File: src/core/rpmc_pkg.sv
// Package: register map, field layout and decode types for the amplifier and modem configuration
package rpmc_pkg;
	localparam int ADDR_W = 12;
	// Register indices; byte address is four times the index
	localparam logic [9:0] IDX_PA_CFG = 10'h114;
	localparam logic [9:0] IDX_MODEM_CFG = 10'h115;
	localparam logic [9:0] IDX_RATE_CFG = 10'h120;
	localparam logic [9:0] IDX_AMP_CTRL = 10'h121;
	localparam logic [9:0] IDX_AMP_STAT = 10'h122;
	localparam logic [9:0] IDX_FINE_PWR = 10'h307;
	// Field positions
	localparam int STAGE_BIT = 7;
	localparam int COARSE_LSB = 3;
	localparam int RAMP_LSB = 0;
	localparam int IF_FILTER_WIDTH_LSB = 6;
	localparam int MOD_LSB = 3;
	localparam int DEMOD_LSB = 0;
	// Reset values
	localparam logic [7:0] PA_CFG_RST = 8'h07;
	localparam logic [7:0] MODEM_CFG_RST = 8'h00;
	localparam logic [5:0] FINE_PWR_RST = 6'h03;
	localparam logic [11:0] RATE_CFG_RST = 12'h0FF;
	// Coarse to fine mapping
	localparam logic [5:0] FINE_OFFSET = 6'h03;
	// Ramp: codes per bit is 2 to the power (9 - code)
	localparam logic [3:0] RAMP_SHIFT_BASE = 4'h9;
	localparam logic [2:0] RAMP_RESERVED = 3'h0;
	// IF bandwidth table in kHz
	localparam logic [1:0] IF_FILTER_WIDTH_300K = 2'h3;
	localparam logic [8:0] BW_KHZ_0 = 9'h064;
	localparam logic [8:0] BW_KHZ_1 = 9'h096;
	localparam logic [8:0] BW_KHZ_2 = 9'h0C8;
	localparam logic [8:0] BW_KHZ_3 = 9'h12C;
	// Modulation and demodulation codes
	localparam logic [2:0] MOD_FSK = 3'h0;
	localparam logic [2:0] MOD_GFSK = 3'h1;
	localparam logic [2:0] MOD_CARRIER = 3'h3;
	localparam logic [2:0] DEMOD_COMMON = 3'h0;

	typedef struct packed {
		logic [8:0] if_bw_khz;
		logic if_freq_300k;
		logic mod_fsk;
		logic mod_gfsk;
		logic mod_carrier;
		logic mod_reserved;
		logic demod_common;
		logic demod_reserved;
	} rpmc_modem_t;

	typedef struct packed {
		logic single_en;
		logic diff_en;
		logic [5:0] level;
		logic ramping;
	} rpmc_amp_t;
endpackage

File: src/core/rpmc_top.sv
// Amplifier ramp and modem configuration registers behind an APB slave
`timescale 1ns/1ps
module rpmc_top #(
	parameter int RATE_W = 12
) (
	input wire logic i_mclk,
	input wire logic i_srst,
	input wire logic i_psel,
	input wire logic i_penable,
	input wire logic i_pwrite,
	input wire logic [rpmc_pkg::ADDR_W-1:0] i_paddr,
	input wire logic [31:0] i_pwdata,
	input wire logic [3:0] i_pstrb,
	output logic [31:0] o_prdata,
	output logic o_pready,
	output logic o_pslverr,
	output rpmc_pkg::rpmc_amp_t o_amp,
	output rpmc_pkg::rpmc_modem_t o_modem
);
	// The data-rate register and step counter are sized for twelve bits only
	if (RATE_W != 12) begin : g_bad_rate
		$error("rpmc_top: RATE_W must be 12");
	end

	logic [7:0] pa_cfg_r;
	logic [7:0] modem_cfg_r;
	logic [5:0] fine_r;
	logic [11:0] rate_r;
	logic amp_en_r;
	logic [5:0] level_r;
	logic [5:0] level_nxt;
	logic [11:0] step_cnt_r;
	logic [31:0] prdata_r;
	rpmc_pkg::rpmc_amp_t amp_r;
	rpmc_pkg::rpmc_modem_t modem_r;
	rpmc_pkg::rpmc_modem_t modem_nxt;

	// Bus decode
	wire [9:0] idx_w = i_paddr[rpmc_pkg::ADDR_W-1:2];
	wire access_w = i_psel & i_penable;
	wire setup_w = i_psel & ~i_penable;
	wire hit_pa_w = (idx_w == rpmc_pkg::IDX_PA_CFG);
	wire hit_modem_w = (idx_w == rpmc_pkg::IDX_MODEM_CFG);
	wire hit_rate_w = (idx_w == rpmc_pkg::IDX_RATE_CFG);
	wire hit_ctrl_w = (idx_w == rpmc_pkg::IDX_AMP_CTRL);
	wire hit_stat_w = (idx_w == rpmc_pkg::IDX_AMP_STAT);
	wire hit_fine_w = (idx_w == rpmc_pkg::IDX_FINE_PWR);
	wire hit_w = hit_pa_w | hit_modem_w | hit_rate_w | hit_ctrl_w | hit_stat_w | hit_fine_w;
	wire wr_w = access_w & i_pwrite & i_pstrb[0];
	wire wr_pa_w = wr_w & hit_pa_w;
	wire wr_fine_w = wr_w & hit_fine_w;
	wire [3:0] coarse_in_w = i_pwdata[rpmc_pkg::COARSE_LSB +: 4];
	// Coarse code becomes fine level four times code plus three
	wire [5:0] coarse_fine_w = {coarse_in_w, 2'b00} + rpmc_pkg::FINE_OFFSET;

	assign o_pready = 1'b1;
	assign o_pslverr = access_w & ~hit_w;
	assign o_prdata = prdata_r;

	// Ramp timing: step interval is bit period divided by codes per bit
	wire [2:0] ramp_code_w = pa_cfg_r[rpmc_pkg::RAMP_LSB +: 3];
	wire [3:0] ramp_shift_w = rpmc_pkg::RAMP_SHIFT_BASE - {1'b0, ramp_code_w};
	wire [11:0] step_raw_w = rate_r >> ramp_shift_w;
	wire [11:0] step_int_w = (step_raw_w == 12'h000) ? 12'h001 : step_raw_w;
	wire [5:0] target_w = amp_en_r ? fine_r : 6'h00;
	wire ramp_ok_w = (ramp_code_w != rpmc_pkg::RAMP_RESERVED);
	wire ramping_w = (level_r != target_w);
	// Reserved ramp code freezes the level rather than guessing a rate
	wire step_en_w = ramping_w & ramp_ok_w & (step_cnt_r >= step_int_w - 12'h001);

	assign level_nxt = !step_en_w ? level_r :
		(level_r < target_w) ? level_r + 6'h01 : level_r - 6'h01;

	// Read mux, captured in the setup phase so read data comes from flops
	wire [31:0] rd_w =
		hit_pa_w ? {24'h0, pa_cfg_r} :
		hit_modem_w ? {24'h0, modem_cfg_r} :
		hit_rate_w ? {20'h0, rate_r} :
		hit_ctrl_w ? {31'h0, amp_en_r} :
		hit_stat_w ? {24'h0, (level_r == target_w), ramping_w, level_r} :
		hit_fine_w ? {26'h0, fine_r} : 32'h0000_0000;

	// Modem field decode
	wire [1:0] if_filter_width_w = modem_cfg_r[rpmc_pkg::IF_FILTER_WIDTH_LSB +: 2];
	wire [2:0] mod_w = modem_cfg_r[rpmc_pkg::MOD_LSB +: 3];
	wire [2:0] demod_w = modem_cfg_r[rpmc_pkg::DEMOD_LSB +: 3];
	always_comb begin
		modem_nxt = '0;
		case (if_filter_width_w)
			2'h0: modem_nxt.if_bw_khz = rpmc_pkg::BW_KHZ_0;
			2'h1: modem_nxt.if_bw_khz = rpmc_pkg::BW_KHZ_1;
			2'h2: modem_nxt.if_bw_khz = rpmc_pkg::BW_KHZ_2;
			default: modem_nxt.if_bw_khz = rpmc_pkg::BW_KHZ_3;
		endcase
		// No separate IF setting: the widest filter carries its own IF
		modem_nxt.if_freq_300k = (if_filter_width_w == rpmc_pkg::IF_FILTER_WIDTH_300K);
		modem_nxt.mod_fsk = (mod_w == rpmc_pkg::MOD_FSK);
		modem_nxt.mod_gfsk = (mod_w == rpmc_pkg::MOD_GFSK);
		modem_nxt.mod_carrier = (mod_w == rpmc_pkg::MOD_CARRIER);
		modem_nxt.mod_reserved = ~(modem_nxt.mod_fsk | modem_nxt.mod_gfsk | modem_nxt.mod_carrier);
		modem_nxt.demod_common = (demod_w == rpmc_pkg::DEMOD_COMMON);
		modem_nxt.demod_reserved = ~modem_nxt.demod_common;
	end

	always_ff @(posedge i_mclk) begin
		if (i_srst) begin
			pa_cfg_r <= rpmc_pkg::PA_CFG_RST;
			fine_r <= rpmc_pkg::FINE_PWR_RST;
		end else if (wr_pa_w) begin
			pa_cfg_r <= i_pwdata[7:0];
			fine_r <= coarse_fine_w;
		end else if (wr_fine_w) begin
			fine_r <= i_pwdata[5:0];
		end
	end

	always_ff @(posedge i_mclk) begin
		if (i_srst) begin
			modem_cfg_r <= rpmc_pkg::MODEM_CFG_RST;
			amp_en_r <= 1'b0;
		end else begin
			if (wr_w & hit_modem_w) modem_cfg_r <= i_pwdata[7:0];
			if (wr_w & hit_ctrl_w) amp_en_r <= i_pwdata[0];
		end
	end

	always_ff @(posedge i_mclk) begin
		if (i_srst) begin
			rate_r <= rpmc_pkg::RATE_CFG_RST;
		end else if (access_w & i_pwrite & hit_rate_w) begin
			if (i_pstrb[0]) rate_r[7:0] <= i_pwdata[7:0];
			if (i_pstrb[1]) rate_r[11:8] <= i_pwdata[11:8];
		end
	end

	always_ff @(posedge i_mclk) begin
		if (i_srst) begin
			level_r <= 6'h00;
			step_cnt_r <= 12'h000;
		end else begin
			level_r <= level_nxt;
			step_cnt_r <= (step_en_w | ~ramping_w) ? 12'h000 : step_cnt_r + 12'h001;
		end
	end

	always_ff @(posedge i_mclk) begin
		if (i_srst) begin
			prdata_r <= 32'h0000_0000;
			amp_r <= '0;
			modem_r <= '0;
		end else begin
			if (setup_w & ~i_pwrite) prdata_r <= rd_w;
			amp_r.single_en <= ~pa_cfg_r[rpmc_pkg::STAGE_BIT];
			amp_r.diff_en <= pa_cfg_r[rpmc_pkg::STAGE_BIT];
			amp_r.level <= level_r;
			amp_r.ramping <= ramping_w;
			modem_r <= modem_nxt;
		end
	end

	assign o_amp = amp_r;
	assign o_modem = modem_r;

	// Helper for the ramp-interval check
	wire [8:0] cpb_w = 9'h100 >> (ramp_code_w - 3'h1);
	wire [20:0] prod_w = {9'h000, step_int_w} * {12'h000, cpb_w};
	wire [20:0] rate_ext_w = {9'h000, rate_r};

	// Outputs lag their source by one flop, so checks wait one cycle past reset
	AST_STAGE: assert property (@(posedge i_mclk) disable iff (i_srst)
		!$past(i_srst) |->
		(o_amp.diff_en == $past(pa_cfg_r[7]) && o_amp.single_en == ~o_amp.diff_en))
		else $error("amplifier stage enables do not follow stage select");
	AST_STAGE_EXCL: assert property (@(posedge i_mclk) disable iff (i_srst)
		!$past(i_srst) |-> o_amp.single_en != o_amp.diff_en)
		else $error("both or neither amplifier stage enabled");
	AST_COARSE_MAX: assert property (@(posedge i_mclk) disable iff (i_srst)
		wr_pa_w && coarse_in_w == 4'hF |=> fine_r == 6'h3F)
		else $error("coarse code 15 did not give fine level 63");
	AST_WR_PA: assert property (@(posedge i_mclk) disable iff (i_srst)
		wr_pa_w |=> pa_cfg_r == $past(i_pwdata[7:0]))
		else $error("amplifier config write lost");
	AST_PA_HOLD: assert property (@(posedge i_mclk) disable iff (i_srst)
		!wr_pa_w |=> $stable(pa_cfg_r))
		else $error("amplifier config changed without a write");
	AST_LEVEL_OUT: assert property (@(posedge i_mclk) disable iff (i_srst)
		!$past(i_srst) |-> o_amp.level == $past(level_r))
		else $error("output level does not follow ramp level");
	AST_PA_READ: assert property (@(posedge i_mclk) disable iff (i_srst)
		setup_w && !i_pwrite && hit_pa_w |=> o_prdata == {24'h0, $past(pa_cfg_r)})
		else $error("amplifier config read wrong");
	AST_RST_FINE: assert property (@(posedge i_mclk) disable iff (i_srst)
		$past(i_srst) |-> fine_r == {pa_cfg_r[6:3], 2'b11})
		else $error("reset fine level does not match reset coarse code");
	AST_FINE_WR: assert property (@(posedge i_mclk) disable iff (i_srst)
		wr_fine_w |=> fine_r == $past(i_pwdata[5:0]))
		else $error("fine level write lost");
	AST_FINE_KEEP: assert property (@(posedge i_mclk) disable iff (i_srst)
		!wr_pa_w && !wr_fine_w |=> $stable(fine_r))
		else $error("fine level changed without a write");
	AST_COARSE_MAP: assert property (@(posedge i_mclk) disable iff (i_srst)
		wr_pa_w |=> fine_r == {$past(i_pwdata[6:3]), 2'b11})
		else $error("fine level not four times coarse plus three");
	AST_RAMP_RATE: assert property (@(posedge i_mclk) disable iff (i_srst)
		ramp_ok_w && rate_ext_w >= {12'h000, cpb_w} |->
		prod_w <= rate_ext_w && prod_w + {12'h000, cpb_w} > rate_ext_w)
		else $error("step interval does not match codes per bit");
	AST_RAMP_STEP: assert property (@(posedge i_mclk) disable iff (i_srst)
		level_r != $past(level_r) |-> $past(step_en_w) &&
		(level_r == $past(level_r) + 6'h01 || level_r == $past(level_r) - 6'h01))
		else $error("power level moved without a single ramp step");
	AST_RAMP_FAST: assert property (@(posedge i_mclk) disable iff (i_srst)
		ramping_w && ramp_code_w == 3'h7 && rate_r == 12'h008 && $stable(target_w) |->
		##[1:2] level_r != $past(level_r))
		else $error("ramp did not step within the bit fraction");
	AST_RAMP_FREEZE: assert property (@(posedge i_mclk) disable iff (i_srst)
		ramp_code_w == 3'h0 |=> level_r == $past(level_r))
		else $error("level moved under reserved ramp code");
	AST_TARGET_HOLD: assert property (@(posedge i_mclk) disable iff (i_srst)
		!ramping_w |=> level_r == $past(level_r))
		else $error("level moved at target");
	AST_RAMP_UP: assert property (@(posedge i_mclk) disable iff (i_srst)
		step_en_w && level_r < target_w |=> level_r == $past(level_r) + 6'h01)
		else $error("upward ramp step wrong");
	AST_RAMP_DOWN: assert property (@(posedge i_mclk) disable iff (i_srst)
		step_en_w && level_r > target_w |=> level_r == $past(level_r) - 6'h01)
		else $error("downward ramp step wrong");
	AST_STEP_GAP: assert property (@(posedge i_mclk) disable iff (i_srst)
		step_en_w |=> !step_en_w || step_int_w == 12'h001)
		else $error("ramp steps closer than the step interval");
	AST_RAMP_FLAG: assert property (@(posedge i_mclk) disable iff (i_srst)
		!$past(i_srst) |-> o_amp.ramping == $past(ramping_w))
		else $error("ramping flag does not follow ramp state");
	AST_RATE_WR: assert property (@(posedge i_mclk) disable iff (i_srst)
		access_w && i_pwrite && hit_rate_w && i_pstrb == 4'hF |=>
		rate_r == $past(i_pwdata[11:0]))
		else $error("data rate write lost");
	AST_STAT_READ: assert property (@(posedge i_mclk) disable iff (i_srst)
		setup_w && !i_pwrite && hit_stat_w |=> o_prdata[5:0] == $past(level_r))
		else $error("status read does not give current level");

	// Decoded modem outputs, one flop behind the register
	AST_IF_FILTER_WIDTH: assert property (@(posedge i_mclk) disable iff (i_srst)
		!$past(i_srst) |-> ($past(if_filter_width_w) == 2'h1) == (o_modem.if_bw_khz == 9'h096))
		else $error("IF bandwidth decode wrong");
	AST_BW_100: assert property (@(posedge i_mclk) disable iff (i_srst)
		!$past(i_srst) |-> ($past(if_filter_width_w) == 2'h0) == (o_modem.if_bw_khz == 9'h064))
		else $error("IF bandwidth 100 kHz decode wrong");
	AST_BW_300: assert property (@(posedge i_mclk) disable iff (i_srst)
		!$past(i_srst) |-> ($past(if_filter_width_w) == 2'h3) == (o_modem.if_bw_khz == 9'h12C))
		else $error("IF bandwidth 300 kHz decode wrong");
	AST_WR_MODEM: assert property (@(posedge i_mclk) disable iff (i_srst)
		wr_w && hit_modem_w |=> modem_cfg_r == $past(i_pwdata[7:0]))
		else $error("modem config write lost");
	AST_MODEM_KEEP: assert property (@(posedge i_mclk) disable iff (i_srst)
		!(wr_w && hit_modem_w) |=> $stable(modem_cfg_r))
		else $error("modem config changed without a write");
	AST_MODEM_READ: assert property (@(posedge i_mclk) disable iff (i_srst)
		setup_w && !i_pwrite && hit_modem_w |=> o_prdata == {24'h0, $past(modem_cfg_r)})
		else $error("modem config read wrong");
	AST_IF300: assert property (@(posedge i_mclk) disable iff (i_srst)
		o_modem.if_freq_300k == (o_modem.if_bw_khz == 9'h12C))
		else $error("IF shift and 300 kHz width disagree");
	AST_MOD: assert property (@(posedge i_mclk) disable iff (i_srst)
		!$past(i_srst) |-> $onehot({o_modem.mod_fsk, o_modem.mod_gfsk, o_modem.mod_carrier,
		o_modem.mod_reserved}) && (o_modem.mod_carrier == ($past(mod_w) == 3'h3)))
		else $error("modulation decode wrong");
	AST_MOD_FSK: assert property (@(posedge i_mclk) disable iff (i_srst)
		!$past(i_srst) |-> o_modem.mod_fsk == ($past(mod_w) == 3'h0))
		else $error("two-level modulation decode wrong");
	AST_MOD_GFSK: assert property (@(posedge i_mclk) disable iff (i_srst)
		!$past(i_srst) |-> o_modem.mod_gfsk == ($past(mod_w) == 3'h1))
		else $error("Gaussian modulation decode wrong");
	AST_DEMOD: assert property (@(posedge i_mclk) disable iff (i_srst)
		!$past(i_srst) |-> o_modem.demod_common == ($past(demod_w) == 3'h0))
		else $error("demodulation decode wrong");
	AST_DEMOD_RES: assert property (@(posedge i_mclk) disable iff (i_srst)
		!$past(i_srst) |-> o_modem.demod_reserved == ($past(demod_w) != 3'h0))
		else $error("reserved demodulation code not flagged");

	COV_RAMP_DONE: cover property (@(posedge i_mclk) disable iff (i_srst)
		amp_en_r && ramping_w ##1 !ramping_w);
	COV_RAMP_DOWN: cover property (@(posedge i_mclk) disable iff (i_srst)
		!amp_en_r && ramping_w ##1 !ramping_w);
	COV_FINE_WRITE: cover property (@(posedge i_mclk) disable iff (i_srst) wr_fine_w);
	COV_CARRIER: cover property (@(posedge i_mclk) disable iff (i_srst) o_modem.mod_carrier);
	COV_IF300: cover property (@(posedge i_mclk) disable iff (i_srst) o_modem.if_freq_300k);
endmodule // rpmc_top

File: config.mk
export PLATFORM = sky130hd
export DESIGN_NAME = rpmc_top
export DESIGN_NICKNAME = d
export VERILOG_FILES = /design/src/core/rpmc_pkg.sv /design/src/core/rpmc_top.sv
export SDC_FILE = /design/constraint.sdc
export NUM_CORES = 1
export LEC_CHECK = 0
export ABC_CLOCK_PERIOD_IN_PS = 6100
export BUFFER_PORTS_ARGS = -buffer_cell sky130_fd_sc_hd__buf_2
export CORE_MARGIN = 3
export CORE_UTILIZATION = 55
export DETAILED_ROUTE_END_ITERATION = 16
export GPL_TIMING_DRIVEN = 0
export PLACE_DENSITY_LB_ADDON = 0.12
export SETUP_SLACK_MARGIN = 0.4
export SLEW_MARGIN = 20
export SYNTH_ARGS = -nofsm -noshare
export SYNTH_HDL_FRONTEND = slang
export SYNTH_SLANG_ARGS = --single-unit
File: constraint.sdc
create_clock -name i_mclk -period 6.1 [get_ports i_mclk]
set_clock_uncertainty 0.1 [all_clocks]
set_input_delay 0.305 -clock i_mclk [delete_from_list [all_inputs] [get_ports i_mclk]]
set_output_delay 0.305 -clock i_mclk [all_outputs]
set_load 0.05 [all_outputs]
==> impl_metrics.json <==
{
  "status": "finished clean",
  "finalWorstPathRequiredPeriod_ps": 5270,
  "rr_worst_depth": 21,
  "crit_slowest_cell": "ha_1",
  "yosysWarnings": 0,
  "fp.coreArea_um2": 8810,
  "path_clk_slew_ps": 100,
  "drive_gt1_share_pct": 20.3,
  "die_h_um": 101,
  "crit_arrival_ps": 5430,
  "crit_fanout": 10,
  "finalMaxSlewViolations": 0,
  "fmax_mhz": 190,
  "hpwl_um": 9490,
  "critical_path.most_common_cell": "ha_1",
  "first_iter_violations": 250,
  "peakVddDrop_v": 0.000116,
  "cts-buffers-inserted": 9,
  "cts_max_level": 3,
  "rr_endpoint": "level_r[5]",
  "powerDensity_nw_per_um2": 183,
  "routed_via_density": 5.67,
  "fin_hold_ws_ps": 69.2,
  "area_growth_pct": 14.6,
  "crit_family": "simple AND/OR/NAND/NOR gates",
  "worstMarginPinSlew_ps": 1030,
  "final.period_utilization_pct": 86.4,
  "layout_common_cells": "dfxtp_1 (87), nor2_1 (74), buf_2 (66)",
  "clk_path_buf_depth": 2,
  "synth_seq_area_share_pct": 34.7,
  "clockRootBuffer": "clkbuf_8",
  "slew_headroom_pct": 30.7,
  "hold_viol": 0,
  "grt_max_degree": 17,
  "grt_setup_unrepaired": "no",
  "grt_pass1_wl_um": 19500,
  "synth.avg_cell_area_um2": 8.89,
  "cts_setup_buffers": 0,
  "crit_end": "level_r[5]",
  "synth_cell_types": 65,
  "boundaryPins": 112,
  "clk_latency_ps": 370,
  "syn_area_um2": 5010,
  "startpoint_type": "flip-flop",
  "antenna_found_initial": 0,
  "cp.depth": 21,
  "overflow": 0,
  "crit_type": "flip-flop to flip-flop",
  "wl_per_cell_um": 15.9,
  "tns_ps": 0,
  "ys.flop_type": "dfxtp_1",
  "finalSetupViolations": 0,
  "fillers": 762,
  "tritoncts": "done",
  "multiInputGateArea_um2": 3010,
  "regToRegSetupSlack_ps": 830,
  "netlist_instances": 564,
  "dieWidth_um": 101,
  "insertedDiodeCount": 0,
  "p_leak_nw": 2.42,
  "num_rows": 34,
  "final_common_cell": "dfxtp_1",
  "ant_nets": 0,
  "end_kind": "flip-flop",
  "synth_edf_count": 0,
  "min_path_type": "input pin to flip-flop",
  "worstPathRequired_ps": 6250,
  "async_flop_share_pct": 0,
  "routed_wl_um": 12300,
  "crit_buf_inv": 2,
  "die-area_um2": 10300,
  "start_util_pct": 56.9,
  "grt_usage_pct": 23.9,
  "place.gp.congestion": 0.972,
  "max_stage_delay_ps": 400,
  "dr_total_vias": 4374,
  "cap_viol_max_count": 0,
  "cts_sinks": 87,
  "startpoint": "pa_cfg_r[1]",
  "ff_latch_area_um2": 1740,
  "synth_seq_cells": 87,
  "drc_errors": 0,
  "dr.pass1.iters": 5,
  "grt_pass1_vias": 4016,
  "fin_nets": 743,
  "path_cells": "clkinv_1, ha_1, clkbuf_2, mux2_2, a211oi_1, nor3_2, nor2_1, and3_1, a31oi_1, ha_1, nand2_1, nor3b_2, xnor2_1, ha_1, a21oi_1, o21ai_0, a311oi_1, a311o_1, nor3_4, nand2_1, mux2_2",
  "portBuffers": 64,
  "rr_startpoint": "pa_cfg_r[1]"
}
==> repair_timing <==
action,in CTS,in global routing
gates resized for setup,0,8
hold buffers,0,0
setup endpoints to repair,0,18
hold endpoints to repair,0,0
==> cell type report <==
cell class	count	area share [%]
Buffer	50	5.18
Multi-Input combinational cell	430	52.3
Timing Repair Buffer	64	5.58
Clock inverter	6	0.915
Clock buffer	10	2.22
Tap cell	108	2.35
Inverter	17	1.11
Sequential cell	87	30.3
==> metrics by stage <==
step / area [um^2] / util [%] / worst slack (ps) / instances / total power, mW
2_1_floorplan: 5090 / - / 1360 / 584 / 0.656
3_3_place_gp: 5540 / 63.0 / 628 / 756 / 0.681
3_5_place_dp: 5540 / 63.0 / 488 / 756 / 0.682
4_1_cts: 5720 / 65.0 / 474 / 772 / 1.05
5_1_grt: 5740 / 65.2 / 481 / 772 / 1.08
6_report: 5740 / 65.2 / 827 / 772 / 1.05
==> synthesized netlist by cell type (5+ instances only) <==
cell type | n | area [um^2]
a211o_1 | 11 | 96.3
a211oi_1 | 11 | 82.6
a21o_1 | 5 | 37.5
a21oi_1 | 33 | 165
a221oi_1 | 7 | 61.3
a22oi_1 | 6 | 45.0
buf_4 | 24 | 180
clkbuf_1 | 20 | 75.1
dfxtp_1 | 87 | 1740
ha_1 | 30 | 375
inv_1 | 15 | 56.3
mux2_2 | 6 | 67.6
mux2i_1 | 38 | 380
mux4_2 | 7 | 158
nand2_1 | 48 | 180
nand2b_1 | 5 | 31.3
nand3_1 | 9 | 45.0
nor2_1 | 74 | 278
nor2b_1 | 22 | 138
nor3_1 | 11 | 55.1
nor4_1 | 5 | 31.3
o21ai_0 | 7 | 35.0
xnor2_1 | 9 | 78.8
xor2_1 | 11 | 96.3
==> worst min-delay path: cells and delay by family <==
kind / cells / cell delay [ps]
buffers and inverters: 1 / 80
and+or+nand+nor: 1 / 70
muxes: 1 / 50
==> layer usage <==
metal | share of wire, % | GRT usage, % | vias to the layer above
met2 | 48 | 39.7 | 142
met4 | 1.5 | 7.06 | 0
met3 | 6.2 | 5.03 | 19
met1 | 44 | 31.4 | 2076
li1 | - | - | 2137
met5 | 0 | 0 | -
==> worst min-delay path by stage <==
stage	startpoint	endpoint	slack, ps	depth (start not counted)
2_1_floorplan	pa_cfg_r[7]	o_amp[8]	320	1
3_3_place_gp	pa_cfg_r[7]	o_amp[8]	340	1
3_5_place_dp	pa_cfg_r[5]	pa_cfg_r[5]	350	2
4_1_cts	i_pwdata[8]	rate_r[8]	60	3
5_1_grt	i_pwdata[8]	rate_r[8]	80	3
6_report	i_pwdata[11]	rate_r[11]	70	3
==> where the power goes <==
group	leakage (nW)	total, mW	switching, mW	internal [mW]
Combinational	1.63	0.0979	0.0719	0.0260
Clock	0.0850	0.384	0.230	0.154
Sequential	0.704	0.572	0.00120	0.570
Total	2.42	1.05	0.303	0.750
==> registers in the layout, summed over array words and instances, names as in the netlist <==
name / flops
amp_en_r: 1
o_modem: 13
fine_r: 6
o_amp: 9
rate_r: 12
step_cnt_r: 12
modem_cfg_r: 8
o_prdata: 12
level_r: 6
pa_cfg_r: 8
==> cells by family after synthesis <==
| group | count (synthesis) | share of synthesized area [%] |
|---|---|---|
| simple gates | 208 | 20.6 |
| compound gates | 96 | 13.1 |
| flops | 87 | 34.7 |
| buf+inv | 67 | 7.16 |
| mux | 53 | 12.8 |
| fa+ha+maj | 31 | 7.89 |
| xor+xnor | 20 | 3.49 |
| other cells | 2 | 0.150 |
Power figures use the tool's default switching activity.
